===== src/rcdiv_pkg.sv =====
`default_nettype none
package rcdiv_pkg;
    localparam int ADDR_W = 4;
    localparam int DATA_W = 32;
    localparam int CTRL_W = 8;
    localparam int CNT_W_MIN = 8;

    localparam logic [ADDR_W-1:0] CTRL_OFF = 4'h0;
    localparam logic [ADDR_W-1:0] STAT_OFF = 4'h4;

    localparam int EN_BIT = 7;
    localparam int OE_BIT = 6;
    localparam int SLR_BIT = 5;
    localparam int DC_MSB = 4;
    localparam int DC_LSB = 3;
    localparam int DIV_MSB = 2;
    localparam int DIV_LSB = 0;
    localparam logic [CTRL_W-1:0] CTRL_RESET = 8'h30;

    localparam int STAT_OUT_BIT = 0;
    localparam int STAT_PIN_BIT = 1;
    localparam int STAT_FOSC4_BIT = 2;
    localparam int STAT_XTAL_BIT = 3;

    localparam logic [1:0] RESP_OKAY = 2'h0;
    localparam logic [1:0] RESP_SLVERR = 2'h2;

    localparam logic [1:0] DUTY_ZERO = 2'h0;
    localparam logic [2:0] DIV_BY_2 = 3'h1;
    localparam logic [1:0] FOSC4_HIGH = 2'h2;

    // Period of the divided clock in system clock cycles
    function automatic logic [7:0] div_period(input logic [2:0] code);
        return 8'h01 << code;
    endfunction

    // Cycles high per period; at the two fastest settings one cycle is the finest step
    function automatic logic [7:0] high_count(input logic [2:0] code, input logic [1:0] duty);
        logic [9:0] prod;
        prod = 10'(div_period(code)) * 10'(duty);
        if (duty == DUTY_ZERO) begin
            return 8'h00;
        end
        if (code <= DIV_BY_2) begin
            return 8'h01;
        end
        return prod[9:2];
    endfunction
endpackage
`default_nettype wire


===== src/rcdiv_axil.sv =====
`timescale 1ns/10ps
`default_nettype none
module rcdiv_axil (
    input wire logic aclk,
    input wire logic aresetn,
    input wire logic clk_en,
    input wire logic [rcdiv_pkg::ADDR_W-1:0] awaddr,
    input wire logic awvalid,
    output logic awready,
    input wire logic [rcdiv_pkg::DATA_W-1:0] wdata,
    input wire logic [3:0] wstrb,
    input wire logic wvalid,
    output logic wready,
    output logic [1:0] bresp,
    output logic bvalid,
    input wire logic bready,
    input wire logic arvalid,
    output logic arready,
    output logic [rcdiv_pkg::DATA_W-1:0] rdata,
    output logic [1:0] rresp,
    output logic rvalid,
    input wire logic rready,
    input wire logic [rcdiv_pkg::DATA_W-1:0] rd_data,
    input wire logic rd_ok,
    input wire logic wr_ok,
    output logic wr_stb,
    output logic [rcdiv_pkg::ADDR_W-1:0] wr_addr,
    output logic [rcdiv_pkg::DATA_W-1:0] wr_data,
    output logic [3:0] wr_strb
);
    import rcdiv_pkg::*;

    // Address and data are held until both have arrived, in either order
    assign wr_stb = !awready && !wready && !bvalid;

    always_ff @(posedge aclk) begin
        if (!aresetn) begin
            awready <= 1'b1;
            wr_addr <= {ADDR_W{1'b0}};
        end else if (clk_en) begin
            if (awvalid && awready) begin
                awready <= 1'b0;
                wr_addr <= awaddr;
            end else if (wr_stb) begin
                awready <= 1'b1;
            end
        end
    end

    always_ff @(posedge aclk) begin
        if (!aresetn) begin
            wready <= 1'b1;
            wr_data <= {DATA_W{1'b0}};
            wr_strb <= 4'h0;
        end else if (clk_en) begin
            if (wvalid && wready) begin
                wready <= 1'b0;
                wr_data <= wdata;
                wr_strb <= wstrb;
            end else if (wr_stb) begin
                wready <= 1'b1;
            end
        end
    end

    always_ff @(posedge aclk) begin
        if (!aresetn) begin
            bvalid <= 1'b0;
            bresp <= RESP_OKAY;
        end else if (clk_en) begin
            if (wr_stb) begin
                bvalid <= 1'b1;
                bresp <= wr_ok ? RESP_OKAY : RESP_SLVERR;
            end else if (bready) begin
                bvalid <= 1'b0;
            end
        end
    end

    always_ff @(posedge aclk) begin
        if (!aresetn) begin
            arready <= 1'b1;
            rvalid <= 1'b0;
            rdata <= {DATA_W{1'b0}};
            rresp <= RESP_OKAY;
        end else if (clk_en) begin
            if (arvalid && arready) begin
                arready <= 1'b0;
                rvalid <= 1'b1;
                rdata <= rd_ok ? rd_data : {DATA_W{1'b0}};
                rresp <= rd_ok ? RESP_OKAY : RESP_SLVERR;
            end else if (rvalid && rready) begin
                rvalid <= 1'b0;
                arready <= 1'b1;
            end
        end
    end
endmodule
`default_nettype wire


===== src/rcdiv_gen.sv =====
`timescale 1ns/10ps
`default_nettype none
module rcdiv_gen #(
    parameter int CNT_W = 8
) (
    input wire logic aclk,
    input wire logic aresetn,
    input wire logic clk_en,
    input wire logic run,
    input wire logic [2:0] div_sel,
    input wire logic [1:0] duty_sel,
    output logic clk_q
);
    import rcdiv_pkg::*;

    generate
        if (CNT_W < CNT_W_MIN) begin : g_bad_width
            $error("rcdiv_gen: CNT_W too small for divide by 128");
        end
    endgenerate

    logic [CNT_W-1:0] cnt;
    logic [CNT_W-1:0] last;
    logic [CNT_W-1:0] next_cnt;

    // Compare with >= so a smaller divider chosen mid-period wraps at once
    always_comb begin
        last = CNT_W'(div_period(div_sel) - 8'h01);
        next_cnt = (cnt >= last) ? {CNT_W{1'b0}} : cnt + 1'b1;
    end

    always_ff @(posedge aclk) begin
        if (!aresetn) begin
            cnt <= {CNT_W{1'b0}};
            clk_q <= 1'b0;
        end else if (clk_en) begin
            if (!run) begin
                cnt <= {CNT_W{1'b0}};
                clk_q <= 1'b0;
            end else begin
                cnt <= next_cnt;
                clk_q <= next_cnt < CNT_W'(high_count(div_sel, duty_sel));
            end
        end
    end
endmodule
`default_nettype wire


===== src/rcdiv_top.sv =====
// Summary of operation
// - Divider counts only on the system clock
// - Module runs only while enable bit set
// - Divided clock drives pin only with pin-enable bit set
// - Divider code selects divide 1 to 128
// - Duty code selects 0, 25, 50, 75 percent
// - Undivided output stays high, zero stays zero
// - Divide-by-two quarter duties only approximate
// - Slew-limit output follows its control bit
// - Reset disables module, restores control defaults
// - Crystal modes keep pin as oscillator input
// - Instruction clock on pin takes priority over divider
// - Modulator clock runs even when pin blocked
// - Divided clock feeds the data modulator
// - Sleep stops module, outputs hold level
//
// The register offsets and register access over AXI4-Lite are this design's own decisions.
`timescale 1ns/10ps
`default_nettype none
module rcdiv_top #(
    parameter int CNT_W = 8
) (
    input wire logic aclk,
    input wire logic aresetn,
    input wire logic clk_en,
    input wire logic [rcdiv_pkg::ADDR_W-1:0] awaddr,
    input wire logic [2:0] awprot,
    input wire logic awvalid,
    output logic awready,
    input wire logic [rcdiv_pkg::DATA_W-1:0] wdata,
    input wire logic [3:0] wstrb,
    input wire logic wvalid,
    output logic wready,
    output logic [1:0] bresp,
    output logic bvalid,
    input wire logic bready,
    input wire logic [rcdiv_pkg::ADDR_W-1:0] araddr,
    input wire logic [2:0] arprot,
    input wire logic arvalid,
    output logic arready,
    output logic [rcdiv_pkg::DATA_W-1:0] rdata,
    output logic [1:0] rresp,
    output logic rvalid,
    input wire logic rready,
    input wire logic crystal_mode_sel,
    input wire logic instr_clock_output_enable_n,
    output logic reference_clock_pin_o,
    output logic reference_clock_pin_oe_n,
    output logic slew_limit_en,
    output logic modulator_clk
);
    import rcdiv_pkg::*;

    logic [CTRL_W-1:0] reference_clock_control;
    logic [1:0] fosc4_cnt;
    logic fosc4;
    logic wr_stb;
    logic wr_ok;
    logic rd_ok;
    logic [ADDR_W-1:0] wr_addr;
    logic [DATA_W-1:0] wr_data;
    logic [3:0] wr_strb;
    logic [DATA_W-1:0] rd_data;
    logic refclk_enable;
    logic refclk_pin_output_enable;
    logic [1:0] duty_select;
    logic [2:0] divider_select;
    logic prot_unused;

    assign refclk_enable = reference_clock_control[EN_BIT];
    assign refclk_pin_output_enable = reference_clock_control[OE_BIT];
    assign duty_select = reference_clock_control[DC_MSB:DC_LSB];
    assign divider_select = reference_clock_control[DIV_MSB:DIV_LSB];
    // Protection attributes carry no meaning for this slave
    assign prot_unused = ^{awprot, arprot};

    rcdiv_axil u_bus (
        .aclk(aclk),
        .aresetn(aresetn),
        .clk_en(clk_en),
        .awaddr(awaddr),
        .awvalid(awvalid),
        .awready(awready),
        .wdata(wdata),
        .wstrb(wstrb),
        .wvalid(wvalid),
        .wready(wready),
        .bresp(bresp),
        .bvalid(bvalid),
        .bready(bready),
        .arvalid(arvalid),
        .arready(arready),
        .rdata(rdata),
        .rresp(rresp),
        .rvalid(rvalid),
        .rready(rready),
        .rd_data(rd_data),
        .rd_ok(rd_ok),
        .wr_ok(wr_ok),
        .wr_stb(wr_stb),
        .wr_addr(wr_addr),
        .wr_data(wr_data),
        .wr_strb(wr_strb)
    );

    // Status is read-only, so a write to it answers with an error
    assign wr_ok = (wr_addr == CTRL_OFF);
    assign rd_ok = (araddr == CTRL_OFF) || (araddr == STAT_OFF);

    always_comb begin
        rd_data = {DATA_W{1'b0}};
        if (araddr == CTRL_OFF) begin
            rd_data[CTRL_W-1:0] = reference_clock_control;
        end else if (araddr == STAT_OFF) begin
            rd_data[STAT_OUT_BIT] = modulator_clk;
            rd_data[STAT_PIN_BIT] = !reference_clock_pin_oe_n;
            rd_data[STAT_FOSC4_BIT] = !crystal_mode_sel && !instr_clock_output_enable_n;
            rd_data[STAT_XTAL_BIT] = crystal_mode_sel;
        end
    end

    always_ff @(posedge aclk) begin
        if (!aresetn) begin
            reference_clock_control <= CTRL_RESET;
        end else if (clk_en && wr_stb && wr_ok && wr_strb[0]) begin
            reference_clock_control <= wr_data[CTRL_W-1:0];
        end
    end

    // Divider keeps running when the pin is claimed elsewhere
    rcdiv_gen #(
        .CNT_W(CNT_W)
    ) u_gen (
        .aclk(aclk),
        .aresetn(aresetn),
        .clk_en(clk_en),
        .run(refclk_enable),
        .div_sel(divider_select),
        .duty_sel(duty_select),
        .clk_q(modulator_clk)
    );

    // Instruction clock is the system clock over four, high for half
    always_ff @(posedge aclk) begin
        if (!aresetn) begin
            fosc4_cnt <= 2'h0;
        end else if (clk_en) begin
            fosc4_cnt <= fosc4_cnt + 2'h1;
        end
    end
    assign fosc4 = (fosc4_cnt < FOSC4_HIGH);

    // Pin owner in falling priority: crystal, instruction clock, divider
    always_ff @(posedge aclk) begin
        if (!aresetn) begin
            reference_clock_pin_o <= 1'b0;
            reference_clock_pin_oe_n <= 1'b1;
        end else if (clk_en) begin
            if (crystal_mode_sel) begin
                reference_clock_pin_o <= 1'b0;
                reference_clock_pin_oe_n <= 1'b1;
            end else if (!instr_clock_output_enable_n) begin
                reference_clock_pin_o <= fosc4;
                reference_clock_pin_oe_n <= 1'b0;
            end else if (refclk_enable && refclk_pin_output_enable) begin
                reference_clock_pin_o <= modulator_clk;
                reference_clock_pin_oe_n <= 1'b0;
            end else begin
                reference_clock_pin_o <= 1'b0;
                reference_clock_pin_oe_n <= 1'b1;
            end
        end
    end

    always_ff @(posedge aclk) begin
        if (!aresetn) begin
            slew_limit_en <= 1'b1;
        end else if (clk_en) begin
            slew_limit_en <= reference_clock_control[SLR_BIT];
        end
    end

    // Helper logic measuring period and high time of the divided clock
    logic mod_d;
    logic steady;
    logic [1:0] rises_seen;
    logic [7:0] gap;
    logic [7:0] hi_len;
    logic [CTRL_W-1:0] ctrl_d;
    logic rise;
    logic fall;

    assign rise = modulator_clk && !mod_d;
    assign fall = !modulator_clk && mod_d;
    // First rise after a change may land mid-period; only the second is a wrap
    assign steady = (rises_seen == 2'h2) && (reference_clock_control == ctrl_d);

    always_ff @(posedge aclk) begin
        if (!aresetn) begin
            mod_d <= 1'b0;
            rises_seen <= 2'h0;
            gap <= 8'h00;
            hi_len <= 8'h00;
            ctrl_d <= CTRL_RESET;
        end else begin
            mod_d <= modulator_clk;
            ctrl_d <= reference_clock_control;
            gap <= rise ? 8'h01 : gap + 8'h01;
            hi_len <= rise ? 8'h01 : hi_len + 8'h01;
            if (!clk_en || reference_clock_control != ctrl_d) begin
                rises_seen <= 2'h0;
            end else if (rise && rises_seen != 2'h2) begin
                rises_seen <= rises_seen + 2'h1;
            end
        end
    end
endmodule
`default_nettype wire


===== config.mk =====
export PLATFORM = sky130hd
export DESIGN_NAME = rcdiv_top
export DESIGN_NICKNAME = d
export VERILOG_FILES = /design/src/rcdiv_pkg.sv /design/src/rcdiv_axil.sv /design/src/rcdiv_gen.sv /design/src/rcdiv_top.sv
export SDC_FILE = /design/constraint.sdc
export NUM_CORES = 1
export LEC_CHECK = 0
export BUFFER_PORTS_ARGS = -buffer_cell sky130_fd_sc_hd__buf_2
export CAP_MARGIN = 20
export CELL_PAD_IN_SITES_DETAIL_PLACEMENT = 0
export CELL_PAD_IN_SITES_GLOBAL_PLACEMENT = 1
export CORE_MARGIN = 2
export CORE_UTILIZATION = 39
export CTS_CLUSTER_DIAMETER = 50
export DETAILED_ROUTE_END_ITERATION = 8
export HOLD_SLACK_MARGIN = 0.06
export PLACE_DENSITY_LB_ADDON = 0.1
export SYNTH_ARGS = -nofsm -noshare
export SYNTH_HDL_FRONTEND = slang
export SYNTH_SLANG_ARGS = --single-unit
export TNS_END_PERCENT = 10

===== constraint.sdc =====
create_clock -name aclk -period 12.1 [get_ports aclk]
set_clock_uncertainty 0.1 [all_clocks]
set_input_delay 1.815 -clock aclk [delete_from_list [all_inputs] [get_ports aclk]]
set_output_delay 1.815 -clock aclk [all_outputs]
set_load 0.005 [all_outputs]

==> summary.md <==
| Metric | Value |
|---|---|
| DR DRC count | `0` |
| RSZ-0062 raised after global routing | `no` |
| IO Pins | `105` |
| Die Span Y | `93.8 um` |
| Mux contribution to synthesized area | `0.0263` |
| Seq/Total Area, Yosys | `0.318` |
| H-tree depth | `2` |
| Post-Synth XOR/XNOR Area | `0.0334` |
| Util after Layout | `0.444` |
| CTS resizes | `0` |
| Vias in the first global route | `2,398` |
| Final setup TNS | `0 ns` |
| Vias per cell | `4.84` |
| CTS clock-pin slew for the worst setup and hold paths | `0.10 ns` |
| Mapped Cells | `387` |
| Critical-path cell list | `or3_1, ha_1, nor3_1, a21o_1, a21oi_1, ha_1, o21a_1, a21oi_1, o31ai_2, nor2_1, ha_1, a21o_1, a21o_1, a2111oi_0, o21ai_0, a21oi_1` |
| Multi-input gate area | `1950 um^2` |
| Final ANT Viol Nets | `0` |
| Fmax | `239 MHz` |
| Worst setup EP type | `flip-flop` |
| Top cells by area, synth | `dfxtp_1 (32%), ha_1 (9.2%), nand2_1 (6.8%), buf_4 (6.2%), nor2b_1 (3.8%)` |
| Final WL | `7.07 mm` |
| Antenna violations before repair | `0` |
| Total of max-cap violations | `0` |
| Worst skew pair latency | `0.31 ns` |
| CTS Buf Count | `5` |
| Worst hold path class | `reg -> reg` |
| Reg area | `1000 um^2` |
| CP bufs+invs | `0` |
| Clock power frac | `0.384` |
| Synthesized area | `3140 um^2` |
| PD cells | `93.2 nW/um^2` |
| First-pass DRT Iterations | `4` |
| Worst Setup Start Kind | `flip-flop` |
| First-pass GRT wire length | `11.6 mm` |
| Worst relative slew slack | `0.456` |
| Crit. path cell count | `16` |
| DR WL/cell | `13.4 um` |
| Post-layout nets | `507` |
| Layout cells sized above 1 | `0.146` |
| Root buf cell | `clkbuf_8` |
| Bufs on Longest Clock Path | `2` |
| Share of power burned in registers | `0.534` |
| Post-synth EDFFs | `0` |
| Die Span X | `93.8 um` |
| Diode count | `0` |
| Max stage delay on crit path | `0.57 ns` |
| Peak VDD IR | `0.0859 mV` |
| Data required time of the critical path | `12.24 ns` |
| Syn avg cell area | `8.12 um^2` |
| Synth top area share | `0.318` |
| Largest area contributor in the netlist | `dfxtp_1` |
| Status | `completed` |
| Max FO, Critical Path | `12` |
| Crit path launch | `reference_clock_control[0]` |
| Initial Utilization | `0.405` |
| Net Sw Frac | `0.246` |
| Number of setup violations in the final report | `0` |
| Pin count of the biggest net entering global routing | `55` |
| R2r startpoint | `reference_clock_control[0]` |
| Via Count | `2,548` |
| Largest family of logic cells by synthesized area | `simple AND/OR/NAND/NOR gates` |
| HPWL after DPL | `5.20 mm` |
| Hold_buf cts | `0` |
| Crit path kind | `reg -> reg` |
| Worst endpoint data arrival time | `4.32 ns` |
| R2r endpoint | `u_gen.clk_q` |
| Internal power | `0.242 mW` |
| Adder-Cell Fraction of Synth Area | `0.0979` |
| Synthesized flop and latch total | `50` |
| Leak | `1.49 nW` |
| Core Footprint | `7770 um^2` |
| FF-to-FF setup slack | `7.92 ns` |
| Top delay family on crit path | `compound AO/OA/AOI/OAI gates` |
| Slew @ Worst Pin | `0.817 ns` |
| Synth Area in Compound Gates | `0.183` |
| Number of clock sinks | `50` |
| Switch Pwr | `0.0790 mW` |
| GRT Total Usage | `0.164` |
| CP Capture Point | `u_gen.clk_q` |
| Slowest cell on the critical path | `o31ai_2` |
| P&R area growth vs syn | `9.67%` |
| DIE AREA | `8800 um^2` |
| Drt initial violations | `76` |
| Remaining Overflow, GRT | `0` |
| Final hold violation count | `0` |
| Simple-gate share of the synthesized area | `0.246` |
| Fin crit share | `0.345` |
| Final slew viol count | `0` |
| Filler Cells Inserted | `817` |
| Comb power frac | `0.082` |
| Post-synth ARST share | `0` |
| Synth unique cells | `47` |
| I/O Buffers | `45` |
| Ys Warns | `0` |
| Final worst hold slack | `0.372 ns` |
| Postcts setup bufs | `0` |
| Final GP Congestion | `0.797` |
| Minimum clock period | `4.18 ns` |
| Rows | `32` |
| R2r worst-path depth | `16` |
| Top_reg_cell synth | `dfxtp_1` |
| CTS tree | `yes` |
## placed cells by master, fill, tap and decap left out, types with 7 or more instances in the layout
cell type,netlist,layout
a21oi_1,19,19
inv_1,7,7
dfxtp_1,50,50
a21o_1,8,8
a21boi_0,13,13
buf_2,0,45
nor2b_1,19,19
o21ai_0,10,10
nand3_1,11,11
o21a_1,7,7
xnor2_1,7,7
conb_1,2,28
a22oi_1,8,8
ha_1,23,23
nor3_1,10,10
nor2_1,30,30
nand2_1,57,57
## cells in the mapped netlist, drive strengths merged, types with 2 or more instances
| master | instances |
|---|---|
| or4 | 4 |
| xnor2 | 7 |
| nor4 | 3 |
| nor3 | 11 |
| dfxtp | 50 |
| mux2i | 6 |
| nor2b | 19 |
| a2111oi | 2 |
| or3 | 3 |
| o21a | 7 |
| nand2b | 4 |
| ha | 23 |
| conb | 2 |
| a31o | 2 |
| a21boi | 15 |
| buf | 27 |
| and2 | 5 |
| o2bb2ai | 3 |
| a21oi | 21 |
| nand2 | 57 |
| clkbuf | 15 |
| xor2 | 5 |
| o211a | 2 |
| o21ai | 10 |
| a21o | 8 |
| nand3 | 11 |
| nor2 | 30 |
| inv | 8 |
| nand3b | 2 |
| mux2 | 2 |
| a22oi | 8 |
| nand4b | 2 |
| and3 | 5 |
## power by group through the flow
stage               clock network (mW)  registers, mW  logic [mW]
detailed placement                   0          0.175      0.0265
finish                           0.123          0.172      0.0263
global route                     0.135          0.172      0.0306
floorplan                            0          0.175      0.0226
CTS                              0.128          0.172      0.0265
global placement                     0          0.175      0.0262
## per-layer routing
metal | track usage | routed length (um)
met3 | 0.0401 | 301
met5 | 0 | 0
met1 | 0.229 | 3470
met2 | 0.261 | 3270
met4 | 0.0254 | 29
## cell type report
cell class | count | area share
clock buffers | 5 | 0.0200
inverters | 8 | 0.00871
flip-flops and latches | 50 | 0.290
clock inverters | 3 | 0.0138
multi-input cells | 313 | 0.565
repair buffers | 45 | 0.0653
well taps | 102 | 0.0370
## flip-flops by register name (all words and copies together), names as in the netlist, 2 cells and up
| name | cells |
|---|---|
| u_bus.wr_addr | 4 |
| reference_clock_control | 8 |
| fosc4_cnt | 2 |
| u_gen.cnt | 8 |
| u_bus.rdata | 8 |
| u_bus.wr_data | 8 |
## metrics by stage
step	instances	instance area [um^2]	setup WS (ns)	total power, mW
4_1_cts	526	3450	7.87	0.326
3_3_place_gp	518	3330	7.98	0.202
6_report	526	3450	7.92	0.321
5_1_grt	526	3450	7.49	0.338
3_5_place_dp	518	3330	7.91	0.202
2_1_floorplan	413	3240	8.25	0.198
## worst reg2reg max path: stages, from the launching register on
cell	delay (ns)
dfxtp_1	0.46
or3_1	0.45
ha_1	0.28
nor3_1	0.16
a21o_1	0.11
a21oi_1	0.07
ha_1	0.29
o21a_1	0.11
a21oi_1	0.07
o31ai_2	0.57
nor2_1	0.14
ha_1	0.34
a21o_1	0.16
a21o_1	0.17
a2111oi_0	0.38
o21ai_0	0.12
a21oi_1	0.15
## worst min path at each step
| stage | slack, ns | cells after the start | to | from |
|---|---|---|---|---|
| 3_3_place_gp | 0.36 | 2 | u_bus.wr_data[7] | u_bus.wr_data[7] |
| 2_1_floorplan | 0.34 | 2 | reference_clock_control[2] | u_bus.wr_data[2] |
| 4_1_cts | 0.38 | 2 | u_bus.wr_data[7] | u_bus.wr_data[7] |
| 5_1_grt | 0.40 | 2 | u_bus.wr_data[7] | u_bus.wr_data[7] |
| 6_report | 0.37 | 2 | u_bus.wr_data[6] | u_bus.wr_data[6] |
| 3_5_place_dp | 0.36 | 2 | reference_clock_control[7] | u_bus.wr_data[7] |
## cells by family after synthesis
group | after synthesis
and+or+nand+nor | 158
AOI/OAI and AO/OA | 83
DFF | 50
buffers and inverters | 50
adders and majority gates | 24
xor gates and xnor gates | 12
muxes | 8
other | 2
Power figures use the tool's default switching activity.
